==> config.mk <==
export PLATFORM = sky130hd
export DESIGN_NAME = sblc_top
export DESIGN_NICKNAME = d
export VERILOG_FILES = /design/src/inc/sblc_pkg.sv /design/src/hw/sblc_top.sv
export SDC_FILE = /design/constraint.sdc
export NUM_CORES = 1
export LEC_CHECK = 0
export BUFFER_PORTS_ARGS = -buffer_cell sky130_fd_sc_hd__buf_4
export CORE_AREA = 2 2 174 193
export CTS_BUF_LIST = sky130_fd_sc_hd__clkbuf_4
export DETAILED_ROUTE_END_ITERATION = 12
export DIE_AREA = 0 0 176 195
export HOLD_SLACK_MARGIN = 0.03
export MAX_ROUTING_LAYER = met4
export PLACE_DENSITY = 0.49
export SYNTH_ARGS = -nofsm -noshare
export SYNTH_HDL_FRONTEND = slang
export SYNTH_SLANG_ARGS = --single-unit
==> constraint.sdc <==
create_clock -name sys_clk_in -period 2.1 [get_ports sys_clk_in]
set_clock_uncertainty 0.05 [all_clocks]
set_input_delay 0.21 -clock sys_clk_in [delete_from_list [all_inputs] [get_ports sys_clk_in]]
set_output_delay 0.21 -clock sys_clk_in [all_outputs]
set_load 0.1 [all_outputs]
==> src/inc/sblc_pkg.sv <==
// Constants shared by the shared-buffer limit control block.
// Assumes an APB master with 32-bit data and word-aligned registers.
package sblc_pkg;

  // ------------------------------------------------------------------
  // Register indices (byte address is four times the index)
  // ------------------------------------------------------------------
  localparam logic [13:0] IDX_BUFFER_MGR_CONFIG = 14'h1c00;
  localparam logic [13:0] IDX_PER_PORT_DROP_LIMITS = 14'h1c01;
  localparam logic [13:0] IDX_PAUSE_THRESHOLDS = 14'h1c02;
  localparam logic [13:0] IDX_RESUME_THRESHOLDS = 14'h1c03;
  localparam logic [13:0] IDX_FLOOD_TRAFFIC_BUFFER_LIMIT = 14'h1c04;
  localparam logic [13:0] IDX_HOST_PORT_DROP_COUNTER = 14'h1c05;
  localparam int ADDR_W = 16;
  localparam int WORD_LSB = 2;

  // ------------------------------------------------------------------
  // Field layout
  // ------------------------------------------------------------------
  localparam int CFG_W = 7;
  localparam int CFG_CTR_TEST = 6;
  localparam int CFG_FIXED_PRIO = 5;
  localparam int CFG_PACE_HI = 4;
  localparam int CFG_PACE_LO = 2;
  localparam int CFG_YELLOW = 1;
  localparam int CFG_RED = 0;
  localparam int LVL_W = 8;
  localparam int LO_FIELD_LSB = 8;
  localparam int HI_FIELD_LSB = 0;
  localparam int NUM_PORTS = 3;

  // ------------------------------------------------------------------
  // Reset values
  // ------------------------------------------------------------------
  localparam logic [CFG_W-1:0] CFG_RST = 7'h00;
  localparam logic [LVL_W-1:0] DROP_LO_RST = 8'h49;
  localparam logic [LVL_W-1:0] DROP_HI_RST = 8'h64;
  localparam logic [LVL_W-1:0] PAUSE_LO_RST = 8'h21;
  localparam logic [LVL_W-1:0] PAUSE_HI_RST = 8'h3c;
  localparam logic [LVL_W-1:0] RESUME_LO_RST = 8'h03;
  localparam logic [LVL_W-1:0] RESUME_HI_RST = 8'h07;
  localparam logic [LVL_W-1:0] FLOOD_RST = 8'h31;
  localparam logic [31:0] DROP_CNT_RST = 32'h0000_0000;

  // ------------------------------------------------------------------
  // Behaviour constants
  // ------------------------------------------------------------------
  localparam int BUFFER_BYTES = 128;
  localparam int ACTIVE_BUFFERS = 36;
  localparam int LOW_SET_PORTS = 2;
  localparam logic [31:0] CTR_TEST_VALUE = 32'h7fff_fffc;
  localparam logic [31:0] CTR_MAX = 32'hffff_ffff;
  localparam logic [15:0] RESUME_PAUSE_TIME = 16'h0001;
  localparam logic [15:0] PAUSE_TIME_RST = 16'h0000;

endpackage

==> src/hw/sblc_top.sv <==
// Register bank and threshold logic of the shared packet buffer manager.
// Assumes an APB master on sys_clk_in and buffer usage counts that are
// synchronous to the same clock; drop pulses are one cycle per packet.
`timescale 1ns/1ps

module sblc_top
  import sblc_pkg::*;
#(
  parameter int BUF_CNT_W = 9,
  parameter logic [15:0] PAUSE_TIME = 16'hffff
)
(
  input wire logic sys_clk_in,
  input wire logic rstn_in,
  input wire logic psel_in,
  input wire logic penable_in,
  input wire logic pwrite_in,
  input wire logic [sblc_pkg::ADDR_W-1:0] paddr_in,
  input wire logic [31:0] pwdata_in,
  input wire logic [3:0] pstrb_in,
  output logic pready_out,
  output logic [31:0] prdata_out,
  output logic pslverr_out,
  input wire logic [sblc_pkg::NUM_PORTS-1:0][BUF_CNT_W-1:0] port_used_in,
  input wire logic [BUF_CNT_W-1:0] flood_used_in,
  input wire logic [sblc_pkg::NUM_PORTS-1:0] pkt_yellow_in,
  input wire logic [sblc_pkg::NUM_PORTS-1:0] pkt_red_in,
  input wire logic port0_drop_in,
  output logic fixed_prio_out,
  output logic [sblc_pkg::NUM_PORTS-1:0] egress_pace_en_out,
  output logic [sblc_pkg::NUM_PORTS-1:0] yellow_discard_out,
  output logic [sblc_pkg::NUM_PORTS-1:0] red_drop_out,
  output logic [1:0] active_ports_out,
  output logic [sblc_pkg::LVL_W-1:0] drop_limit_out,
  output logic [sblc_pkg::LVL_W-1:0] pause_level_out,
  output logic [sblc_pkg::LVL_W-1:0] resume_level_out,
  output logic [sblc_pkg::NUM_PORTS-1:0] port_over_limit_out,
  output logic flood_over_limit_out,
  output logic [sblc_pkg::NUM_PORTS-1:0] pause_active_out,
  output logic [sblc_pkg::NUM_PORTS-1:0] pause_frame_out,
  output logic [15:0] pause_time_out
);
  import sblc_pkg::*;

  // ------------------------------------------------------------------
  // State
  // ------------------------------------------------------------------
  typedef struct packed {
    logic [CFG_W-1:0] cfg;
    logic [LVL_W-1:0] drop_lo;
    logic [LVL_W-1:0] drop_hi;
    logic [LVL_W-1:0] pause_lo;
    logic [LVL_W-1:0] pause_hi;
    logic [LVL_W-1:0] resume_lo;
    logic [LVL_W-1:0] resume_hi;
    logic [LVL_W-1:0] flood_lim;
    logic [31:0] drop_cnt;
    logic pready;
    logic pslverr;
    logic [31:0] prdata;
    logic [1:0] active;
    logic [LVL_W-1:0] drop_sel;
    logic [LVL_W-1:0] pause_sel;
    logic [LVL_W-1:0] resume_sel;
    logic [NUM_PORTS-1:0] over;
    logic flood_over;
    logic [NUM_PORTS-1:0] pausing;
    logic [NUM_PORTS-1:0] frame;
    logic [15:0] pause_time;
    logic [NUM_PORTS-1:0] yellow;
    logic [NUM_PORTS-1:0] red;
  } sblc_state_s;
  // One struct; the comb block fills a copy, the flop registers it

  sblc_state_s state_reg;
  sblc_state_s state_next;

  // ------------------------------------------------------------------
  // Helpers
  // ------------------------------------------------------------------
  // Maps a byte address to its register index; the low two address bits are dropped
  function automatic logic [13:0] sblc_index(
    input logic [ADDR_W-1:0] addr
  );
    sblc_index = addr[ADDR_W-1:WORD_LSB];
  endfunction

  // Only the six word indices of this bank answer without error
  function automatic logic sblc_mapped(input logic [ADDR_W-1:0] addr);
    logic [13:0] idx;
    idx = sblc_index(addr);
    sblc_mapped = (addr[WORD_LSB-1:0] == 2'b00) &&
      (idx >= IDX_BUFFER_MGR_CONFIG) && (idx <= IDX_HOST_PORT_DROP_COUNTER);
  endfunction

  // Byte-lane merge of a write into a stored word
  function automatic logic [31:0] sblc_merge(
    input logic [31:0] old_word,
    input logic [31:0] wdata,
    input logic [3:0] strb
  );
    logic [31:0] res;
    res = old_word;
    for (int b = 0; b < 4; b++)
    begin
      if (strb[b])
      begin
        res[b*8 +: 8] = wdata[b*8 +: 8];
      end
    end
    sblc_merge = res;
  endfunction

  // Packs a low/high pair into one register word, upper bits zero
  function automatic logic [31:0] sblc_pair(
    input logic [LVL_W-1:0] lo,
    input logic [LVL_W-1:0] hi
  );
    sblc_pair = {16'h0000, lo, hi};
  endfunction

  // ------------------------------------------------------------------
  // Per-port comparisons
  // ------------------------------------------------------------------
  // Levels are 8-bit buffer counts of 128 bytes, zero extended to the usage width
  // Drop and pause compares use >=: reaching the level already counts
  localparam logic [BUF_CNT_W-1:0] ACTIVE_LVL =
    BUF_CNT_W'(ACTIVE_BUFFERS);
  logic [NUM_PORTS-1:0] port_active;
  logic [NUM_PORTS-1:0] at_drop;
  logic [NUM_PORTS-1:0] at_pause;
  logic [NUM_PORTS-1:0] at_resume;

  genvar gp;
  generate
    for (gp = 0; gp < NUM_PORTS; gp++)
    begin : g_port
      assign port_active[gp] = port_used_in[gp] >= ACTIVE_LVL;
      assign at_drop[gp] = port_used_in[gp] >=
        BUF_CNT_W'(state_reg.drop_sel);
      assign at_pause[gp] = port_used_in[gp] >=
        BUF_CNT_W'(state_reg.pause_sel);
      assign at_resume[gp] = port_used_in[gp] <=
        BUF_CNT_W'(state_reg.resume_sel);
    end
  endgenerate

  // ------------------------------------------------------------------
  // Next state
  // ------------------------------------------------------------------
  logic access_first;
  logic access_done;
  logic [13:0] idx;
  logic [31:0] rd_word;
  logic [31:0] wr_word;
  logic [1:0] act_cnt;
  logic use_low;

  always_comb
  begin
    state_next = state_reg;
    idx = sblc_index(paddr_in);
    // Side effects happen on the first access cycle, writes on the last
    // Registered pready marks the second access cycle
    access_first = psel_in && penable_in && !state_reg.pready;
    access_done = psel_in && penable_in && state_reg.pready;
    rd_word = 32'h0000_0000;
    wr_word = 32'h0000_0000;

    act_cnt = 2'b00;
    for (int p = 0; p < NUM_PORTS; p++)
    begin
      act_cnt = act_cnt + {1'b0, port_active[p]};
    end
    // Zero or one active port uses the high set
    use_low = act_cnt >= 2'(LOW_SET_PORTS);
    state_next.active = act_cnt;
    state_next.drop_sel = use_low ? state_reg.drop_lo
      : state_reg.drop_hi;
    state_next.pause_sel = use_low ? state_reg.pause_lo
      : state_reg.pause_hi;
    state_next.resume_sel = use_low ? state_reg.resume_lo
      : state_reg.resume_hi;

    state_next.over = at_drop;
    state_next.flood_over = flood_used_in >=
      BUF_CNT_W'(state_reg.flood_lim);
    state_next.yellow = pkt_yellow_in &
      {NUM_PORTS{state_reg.cfg[CFG_YELLOW]}};
    state_next.red = pkt_red_in &
      {NUM_PORTS{state_reg.cfg[CFG_RED]}};

    // Flow control: pause on entry, pause time one on resume
    // Highest port index sets pause_time when several fire at once
    state_next.frame = '0;
    for (int p = 0; p < NUM_PORTS; p++)
    begin
      if (!state_reg.pausing[p] && at_pause[p])
      begin
        state_next.pausing[p] = 1'b1;
        state_next.frame[p] = 1'b1;
        state_next.pause_time = PAUSE_TIME;
      end
      else if (state_reg.pausing[p] && at_resume[p])
      begin
        state_next.pausing[p] = 1'b0;
        state_next.frame[p] = 1'b1;
        state_next.pause_time = RESUME_PAUSE_TIME;
      end
    end

    // Drop counter, saturating
    // Holding at all ones keeps software from reading a wrapped count
    if (port0_drop_in && state_reg.drop_cnt != CTR_MAX)
    begin
      state_next.drop_cnt = state_reg.drop_cnt + 32'h0000_0001;
    end

    // Read data; reserved bits read as zero
    // Unmapped indices leave the word at zero
    if (idx == IDX_BUFFER_MGR_CONFIG)
    begin
      rd_word = {25'h000_0000, state_reg.cfg};
    end
    else if (idx == IDX_PER_PORT_DROP_LIMITS)
    begin
      rd_word = sblc_pair(state_reg.drop_lo, state_reg.drop_hi);
    end
    else if (idx == IDX_PAUSE_THRESHOLDS)
    begin
      rd_word = sblc_pair(state_reg.pause_lo, state_reg.pause_hi);
    end
    else if (idx == IDX_RESUME_THRESHOLDS)
    begin
      rd_word = sblc_pair(state_reg.resume_lo, state_reg.resume_hi);
    end
    else if (idx == IDX_FLOOD_TRAFFIC_BUFFER_LIMIT)
    begin
      rd_word = {24'h00_0000, state_reg.flood_lim};
    end
    else if (idx == IDX_HOST_PORT_DROP_COUNTER)
    begin
      rd_word = state_reg.drop_cnt;
    end

    // Bus answer: one wait state, error on unmapped addresses
    // Error stands with pready for one cycle only
    state_next.pready = access_first;
    state_next.pslverr = 1'b0;
    if (access_first)
    begin
      state_next.pslverr = !sblc_mapped(paddr_in);
      state_next.prdata = (!pwrite_in && sblc_mapped(paddr_in)) ? rd_word
        : 32'h0000_0000;
      // Clear-on-read, or reload to CTR_TEST_VALUE in counter test mode; a drop in the same cycle is kept, not lost
      if (!pwrite_in && sblc_mapped(paddr_in) &&
          idx == IDX_HOST_PORT_DROP_COUNTER)
      begin
        if (state_reg.cfg[CFG_CTR_TEST])
        begin
          state_next.drop_cnt = CTR_TEST_VALUE +
            {31'h0000_0000, port0_drop_in};
        end
        else
        begin
          state_next.drop_cnt = {31'h0000_0000, port0_drop_in};
        end
      end
    end

    // Writes commit at the edge the master sees pready
    // Reserved bits are dropped by the field slices below
    if (access_done && pwrite_in && sblc_mapped(paddr_in))
    begin
      wr_word = sblc_merge(rd_word, pwdata_in, pstrb_in);
      if (idx == IDX_BUFFER_MGR_CONFIG)
      begin
        state_next.cfg = wr_word[CFG_W-1:0];
      end
      else if (idx == IDX_PER_PORT_DROP_LIMITS)
      begin
        state_next.drop_lo = wr_word[LO_FIELD_LSB +: LVL_W];
        state_next.drop_hi = wr_word[HI_FIELD_LSB +: LVL_W];
      end
      else if (idx == IDX_PAUSE_THRESHOLDS)
      begin
        state_next.pause_lo = wr_word[LO_FIELD_LSB +: LVL_W];
        state_next.pause_hi = wr_word[HI_FIELD_LSB +: LVL_W];
      end
      else if (idx == IDX_RESUME_THRESHOLDS)
      begin
        state_next.resume_lo = wr_word[LO_FIELD_LSB +: LVL_W];
        state_next.resume_hi = wr_word[HI_FIELD_LSB +: LVL_W];
      end
      else if (idx == IDX_FLOOD_TRAFFIC_BUFFER_LIMIT)
      begin
        state_next.flood_lim = wr_word[HI_FIELD_LSB +: LVL_W];
      end
      // The drop counter is read-only; writes to it are ignored
    end
  end

  // ------------------------------------------------------------------
  // Registers
  // ------------------------------------------------------------------
  // Synchronous reset; selected levels start on the high set
  always_ff @(posedge sys_clk_in)
  begin
    if (!rstn_in)
    begin
      state_reg <= '0;
      state_reg.cfg <= CFG_RST;
      state_reg.drop_lo <= DROP_LO_RST;
      state_reg.drop_hi <= DROP_HI_RST;
      state_reg.pause_lo <= PAUSE_LO_RST;
      state_reg.pause_hi <= PAUSE_HI_RST;
      state_reg.resume_lo <= RESUME_LO_RST;
      state_reg.resume_hi <= RESUME_HI_RST;
      state_reg.flood_lim <= FLOOD_RST;
      state_reg.drop_cnt <= DROP_CNT_RST;
      state_reg.drop_sel <= DROP_HI_RST;
      state_reg.pause_sel <= PAUSE_HI_RST;
      state_reg.resume_sel <= RESUME_HI_RST;
      state_reg.pause_time <= PAUSE_TIME_RST;
    end
    else
    begin
      state_reg <= state_next;
    end
  end

  // ------------------------------------------------------------------
  // Outputs
  // ------------------------------------------------------------------
  // Every output comes straight from the state register
  assign pready_out = state_reg.pready;
  assign prdata_out = state_reg.prdata;
  assign pslverr_out = state_reg.pslverr;
  assign fixed_prio_out = state_reg.cfg[CFG_FIXED_PRIO];
  assign egress_pace_en_out =
    state_reg.cfg[CFG_PACE_HI:CFG_PACE_LO];
  assign yellow_discard_out = state_reg.yellow;
  assign red_drop_out = state_reg.red;
  assign active_ports_out = state_reg.active;
  assign drop_limit_out = state_reg.drop_sel;
  assign pause_level_out = state_reg.pause_sel;
  assign resume_level_out = state_reg.resume_sel;
  assign port_over_limit_out = state_reg.over;
  assign flood_over_limit_out = state_reg.flood_over;
  assign pause_active_out = state_reg.pausing;
  assign pause_frame_out = state_reg.frame;
  assign pause_time_out = state_reg.pause_time;

endmodule

After elaboration in Yosys (flattened, before gate mapping)
Cells that the tools add are included.
{"block": "totals", "regBits": 187, "input_bits": 100, "output_inout_bits": 96, "wordCells": 123}
{"block": "op_classes", "addsub": 4, "n_lt_le_gt_ge": 16, "n_eq_ne": 7, "n_mux": 32, "n_bitwise": 6, "n_reduce_logical": 33}
{"operator": "32-bit 2-to-1 mux", "n": 11}
{"operator": "14-bit by 13-bit equality test with 1-bit output, second input constant", "n": 6}
{"operator": "16-bit 2-to-1 mux", "n": 4}
{"operator": "9-bit by 8-bit >= comparator with 1-bit output", "n": 7}
{"operator": "8-bit 2-to-1 mux", "n": 5}
{"operator": "17-bit 2-to-1 mux", "n": 2}
{"operator": "31-bit by 1-bit adder with 32-bit output, first input constant", "n": 1}
{"operator": "32-bit by 1-bit adder with 32-bit output, second input constant", "n": 1}
{"operator": "32-bit inequality test, second input constant", "n": 1}
{"operator": "9-bit by 6-bit >= comparator with 1-bit output, second input constant", "n": 3}
{"operator": "9-bit by 8-bit <= comparator with 1-bit output", "n": 3}
{"operator": "1-bit logical AND", "n": 16}
{"operator": "14-bit by 13-bit >= comparator with 1-bit output, second input constant", "n": 1}
{"operator": "14-bit by 13-bit <= comparator with 1-bit output, second input constant", "n": 1}
{"operator": "1-bit 2-to-1 mux", "n": 10}
{"operator": "3-bit AND", "n": 2}
{"operator": "1-bit logical NOT", "n": 6}
{"operator": "6-bit AND reduction", "n": 1}
{"operator": "2-bit nonzero test", "n": 3}
{"operator": "6-bit nonzero test", "n": 1}
{"operator": "5-bit AND reduction", "n": 1}
{"operator": "1-bit NOT", "n": 4}
{"operator": "2-bit AND reduction", "n": 2}
{"operator": "4-bit AND reduction", "n": 1}
{"operator": "other kinds (5)", "n": 5}

Logic depth before layout (Yosys ltp)
{"block": "depth", "ltp_word": 8, "ltp_mapped": 8}

Worst setup path after synthesis
OpenSTA, ideal clock, no wires.
{"block": "synth_timing", "path_type": "reg2reg", "from": "reg state_reg, in the netlist pready_out", "to": "reg state_reg[151] in the netlist's numbering", "arrival_time_ns": 2.136, "required_time_ns": 1.925, "slack_ns": -0.211, "stages_incl_launch_ff": 8, "n_path_buf": 1, "synth_period_minus_slack_ns": 2.311, "path_cell_list": "dfxtp_1 > nand2_1 > nor2_1 > and3_1 > nand3_1 > clkbuf_1 > a21oi_1 > o31ai_1"}
{"block": "synth_via", "elab_chain_len": 4}
{"element": "start: declaration", "line": "sblc_top.sv:75", "source": "sblc_state_s state_reg;"}
{"element": "start signal: assignment", "line": "sblc_top.sv:328", "source": "state_reg <= state_next;"}
{"element": "1-bit logical AND", "line": "sblc_top.sv:166", "source": "access_done = psel_in && penable_in && state_reg.pready;"}
{"element": "1-bit logical AND (2 in series)", "line": "sblc_top.sv:273", "source": "if (access_done && pwrite_in && sblc_mapped(paddr_in))"}
{"element": "4-bit AND reduction (no line)"}
Every way passes these cells.
A chain may end at the register's enable or synchronous reset.

Final worst setup path
{"block": "layout_timing", "from": "reg state_reg, in the netlist pause_level_out[6]", "to": "reg state_reg, in the netlist pause_time_out[0]"}
{"block": "layout_via", "elab_chain_len": 7, "elab_cells_between_ends": 12, "cone_classes": "3 x order compare; 5 x mux; 4 x reduce/logical"}
{"element": "9-bit by 8-bit >= comparator with 1-bit output", "line": "sblc_top.sv:141", "source": "assign at_pause[gp] = port_used_in[gp] >="}
{"element": "1-bit logical AND", "line": "sblc_top.sv:198", "source": "if (!state_reg.pausing[p] && at_pause[p])"}
{"element": "17-bit 2-to-1 mux", "line": "sblc_top.sv:198"}
{"element": "16-bit 2-to-1 mux", "line": "sblc_top.sv:204", "source": "else if (state_reg.pausing[p] && at_resume[p])"}
{"element": "16-bit 2-to-1 mux", "line": "sblc_top.sv:198"}
{"element": "16-bit 2-to-1 mux", "line": "sblc_top.sv:204"}
{"element": "16-bit 2-to-1 mux", "line": "sblc_top.sv:198"}
Parallel ways exist; a longest one is shown, timed or not.

==> results_tabular.tex <==
\begin{tabular}{lr}
\hline
Metric & Value \\
\hline
\multicolumn{2}{l}{\textbf{Setup path}} \\
\quad Startpoint type of the worst setup path & flop \\
\quad Max FO, Critical Path & 3 \\
\quad Setup slack on the worst flop-to-flop path & 0.07 ns \\
\quad Critical Path End Type & flop \\
\quad Worst r2r path cells & 8 \\
\quad Data required time at the worst endpoint & 2.54 ns \\
\quad Worst setup path class & reg -> reg \\
\quad Arr. time, crit path & 2.47 ns \\
\multicolumn{2}{l}{\textbf{Detailed routing}} \\
\quad Post-DRT Antenna Nets & 0 \\
\quad Detail Route met2 WL & 15800 microns \\
\quad Top layer in use & met4 \\
\quad Number of vias after detailed routing & 8844 \\
\quad Starting DRT DRC Count & 504 \\
\quad Final routed wirelength across all metal layers & 31600 microns \\
\quad Total DRC errors in the routed layout & 0 \\
\quad Met1 wire length & 13700 microns \\
\quad Met3 wirelength from detailed routing & 1300 microns \\
\quad Length of the first detailed-routing pass in iterations & 7 \\
\quad Mean number of vias per cell & 4.95 \\
\quad Routed wire per std cell & 17.7 microns \\
\multicolumn{2}{l}{\textbf{Finish}} \\
\quad Synth-to-Final Area Change & 26.4\% \\
\quad Non-filler instance count after layout & 1787 \\
\quad Filler Cell Count & 3286 \\
\quad Leading cell type in the layout, fill and taps excluded & sky130\_fd\_sc\_hd\_\_buf\_4 \\
\quad Largest register FFs & 91 \\
\quad Final-stage net count & 1530 \\
\quad Cell area after layout & 12500 sq um \\
\quad Share of final-layout standard cells stronger than drive strength 1 & 0.264 \\
\quad Commonest cells after routing, fill and taps aside & 277 x sky130\_fd\_sc\_hd\_\_buf\_4, 169 x sky130\_fd\_sc\_hd\_\_dfxtp\_1, 81 x sky130\_fd\_sc\_hd\_\_o21ai\_0, 81 x sky130\_fd\_sc\_hd\_\_ha\_1, 80 x sky130\_fd\_sc\_hd\_\_nand2\_1 \\
\multicolumn{2}{l}{\textbf{CTS}} \\
\quad H-Tree Level Count & 4 \\
\quad Worst-Skew Late Latency & 0.61 ns \\
\quad Clock Path Buffers & 2 \\
\quad Number of clock sinks & 173 \\
\quad Clock slew seen by the registers of the worst setup and hold paths & 0.15 ns \\
\quad Number of buffers created by CTS & 17 \\
\quad CTS Root Cell & sky130\_fd\_sc\_hd\_\_clkbuf\_4 \\
\quad CTS tree & yes \\
\multicolumn{2}{l}{\textbf{Logic synthesis}} \\
\quad Sequential element share of the synthesized area & 0.349 \\
\quad Fraction of post-synthesis cell area in the top cell type by area & 0.349 \\
\quad Library cell occupying the most area in the post-synthesis netlist & sky130\_fd\_sc\_hd\_\_dfxtp\_1 \\
\quad Ys async rst share & 0 \\
\quad Leading cell types by total area after synthesis & sky130\_fd\_sc\_hd\_\_dfxtp\_1 35\%, sky130\_fd\_sc\_hd\_\_ha\_1 10\%, sky130\_fd\_sc\_hd\_\_buf\_4 7.3\% \\
\quad Number of distinct library cell variants in the gate-level netlist after synthesis & 68 \\
\quad Number of flip-flops and latches in the synthesized netlist & 173 \\
\quad Number of flops mapped to enable cells by yosys & 0 \\
\quad Mapped Cells & 1155 \\
\quad Cell area after synthesis & 9930 sq um \\
\quad Commonest register cell after synthesis & sky130\_fd\_sc\_hd\_\_dfxtp\_1 \\
\quad Mapped Avg Cell Area & 8.59 sq um \\
\quad Warnings from Yosys & 0 \\
\quad Nets in the synthesized netlist & 1337 \\
\multicolumn{2}{l}{\textbf{Hold path}} \\
\quad Type of the tightest min-delay check & in -> reg \\
\quad Depth of the worst hold-timing path & 4 \\
\multicolumn{2}{l}{\textbf{Global route}} \\
\quad Via count of the first global-routing pass & 8670 \\
\quad Gr ovfl total & 0 \\
\quad First-pass GRT wire length & 48800 microns \\
\quad Initial antenna violation count & 1 \\
\quad Maximum number of pins on one net before global-route repair & 85 \\
\quad Aggregate global-route resource usage & 0.188 \\
\multicolumn{2}{l}{\textbf{Floorplan}} \\
\quad Chip Height & 195 microns \\
\quad Overall die width & 176 microns \\
\quad Count of standard-cell rows & 69 \\
\quad Placeable Area & 32200 sq um \\
\quad Initial core utilization & 0.308 \\
\quad Die Outline Area & 34300 sq um \\
\quad Top-level port count & 196 \\
\multicolumn{2}{l}{\textbf{Placement}} \\
\quad Placed Area & 11800 sq um \\
\quad Post-DP HPWL & 24700 microns \\
\quad Final GP Congestion & 0.905 \\
\quad Count of buffers from port buffering & 177 \\
\quad Number of placed cells counting well taps & 1714 \\
\multicolumn{2}{l}{\textbf{Status}} \\
\quad Outcome & completed \\
\multicolumn{2}{l}{\textbf{Pwr}} \\
\quad Overall Power & 6.82 mW \\
\quad Leakage power total & 5.43 nW \\
\quad Peak VDD IR & 0.000267 V \\
\quad Total power density per cell area & 543 nW/um\^{}2 \\
\multicolumn{2}{l}{\textbf{STA}} \\
\quad Transition time of the tightest slew-check pin & 0.533 ns \\
\quad Normalized max-slew margin & 0.634 \\
\quad Final critical-path required period & 2.03 ns \\
\quad Max-slew violation count & 0 \\
\quad Final setup viols & 0 \\
\quad Upper clock frequency limit & 0.492 GHz \\
\quad Period Utilization, post-route & 0.968 \\
\quad Number of hold violations in the final report & 0 \\
\multicolumn{2}{l}{\textbf{Flow run}} \\
\quad Max-capacitance violation count & 0 \\
\hline
\end{tabular}
-- kinds of logic after synthesis --
family,share of synthesized area
AND/OR/NAND/NOR,0.172
AO/OA/AOI/OAI,0.185
buffers and inverters,0.116
flip-flops,0.349
adder cells (fa/ha/maj),0.104
multiplexers,0.0475
XOR/XNOR,0.0265
-- final cells by class --
type                    instances  area, sq um  share of cell area
clock buffers                  19          143              0.0114
inverters                      53          199              0.0159
multi-input cells             778         5410               0.431
flip-flops and latches        173         3470               0.276
clock inverters                12          124             0.00987
well taps                     426          533              0.0425
repair buffers                325         2670               0.213
diodes                          1         2.50            0.000199
-- synth_stat cells, drive strengths merged (16+ instances only) --
library cell and instances:
a21oi 64, a22oi 23, buf 110, clkbuf 41, dfxtp 173, ha 81
inv 52, mux2i 46, nand2 81, nand3 43, nand4 16, nor2 73
nor3 35, o21ai 92, xnor2 23
-- routing by layer --
layer  vias to the layer above  GRT usage
met5                         -          -
met4                         0     0.0640
met3                        52     0.0259
met2                       228      0.326
met1                      4137      0.223
li1                       4427          -
-- where the power goes --
| group | leakage [nW] | internal, mW | switching [mW] |
|---|---|---|---|
| Combinational | 3.88 | 0.503 | 1.05 |
| Clock | 0.145 | 0.716 | 1.19 |
| Sequential | 1.40 | 3.32 | 0.0372 |
| Total | 5.43 | 4.54 | 2.27 |
-- timing repair --
action,CTS,global route
pin swaps,0,7
resized for setup,4,17
endpoints found under the setup margin,4,31
setup buffers,0,5
hold buffers,36,0
endpoints found under the hold margin,64,0
-- per-stage QoR --
| step | TNS [ns] | hold slack [ns] | utilization | setup WS [ns] |
|---|---|---|---|---|
| after floorplan | -0.0321 | 0.290 | - | -0.0116 |
| after global placement | -14.41 | 0.395 | 0.366 | -0.247 |
| after detailed placement | -17.70 | 0.398 | 0.366 | -0.273 |
| after CTS | 0 | 0.0323 | 0.386 | 0.00292 |
| after global routing | -0.00987 | 0.0671 | 0.390 | -0.00987 |
| final | 0 | 0.0807 | 0.390 | 0.0682 |
-- worst max-delay path, cell delays in order, from the launching register on --
cell	delay [ns]
sky130_fd_sc_hd__dfxtp_1	0.37
sky130_fd_sc_hd__inv_1	0.09
sky130_fd_sc_hd__ha_1	0.30
sky130_fd_sc_hd__o211ai_1	0.34
sky130_fd_sc_hd__nor2_1	0.14
sky130_fd_sc_hd__o2bb2ai_4	0.16
sky130_fd_sc_hd__o31ai_2	0.23
sky130_fd_sc_hd__a21oi_1	0.09
sky130_fd_sc_hd__nand3b_1	0.16
-- worst paths after layout --
kind / start / end
setup / recovery: pause_level_out[6] / pause_time_out[0]
hold reg to reg: prdata_out[15] / prdata_out[15]
setup reg to reg: pause_level_out[6] / pause_time_out[0]
hold / removal: port_used_in[6] / port_over_limit_out[0]
No activity file was read; power rests on OpenSTA's default activity.
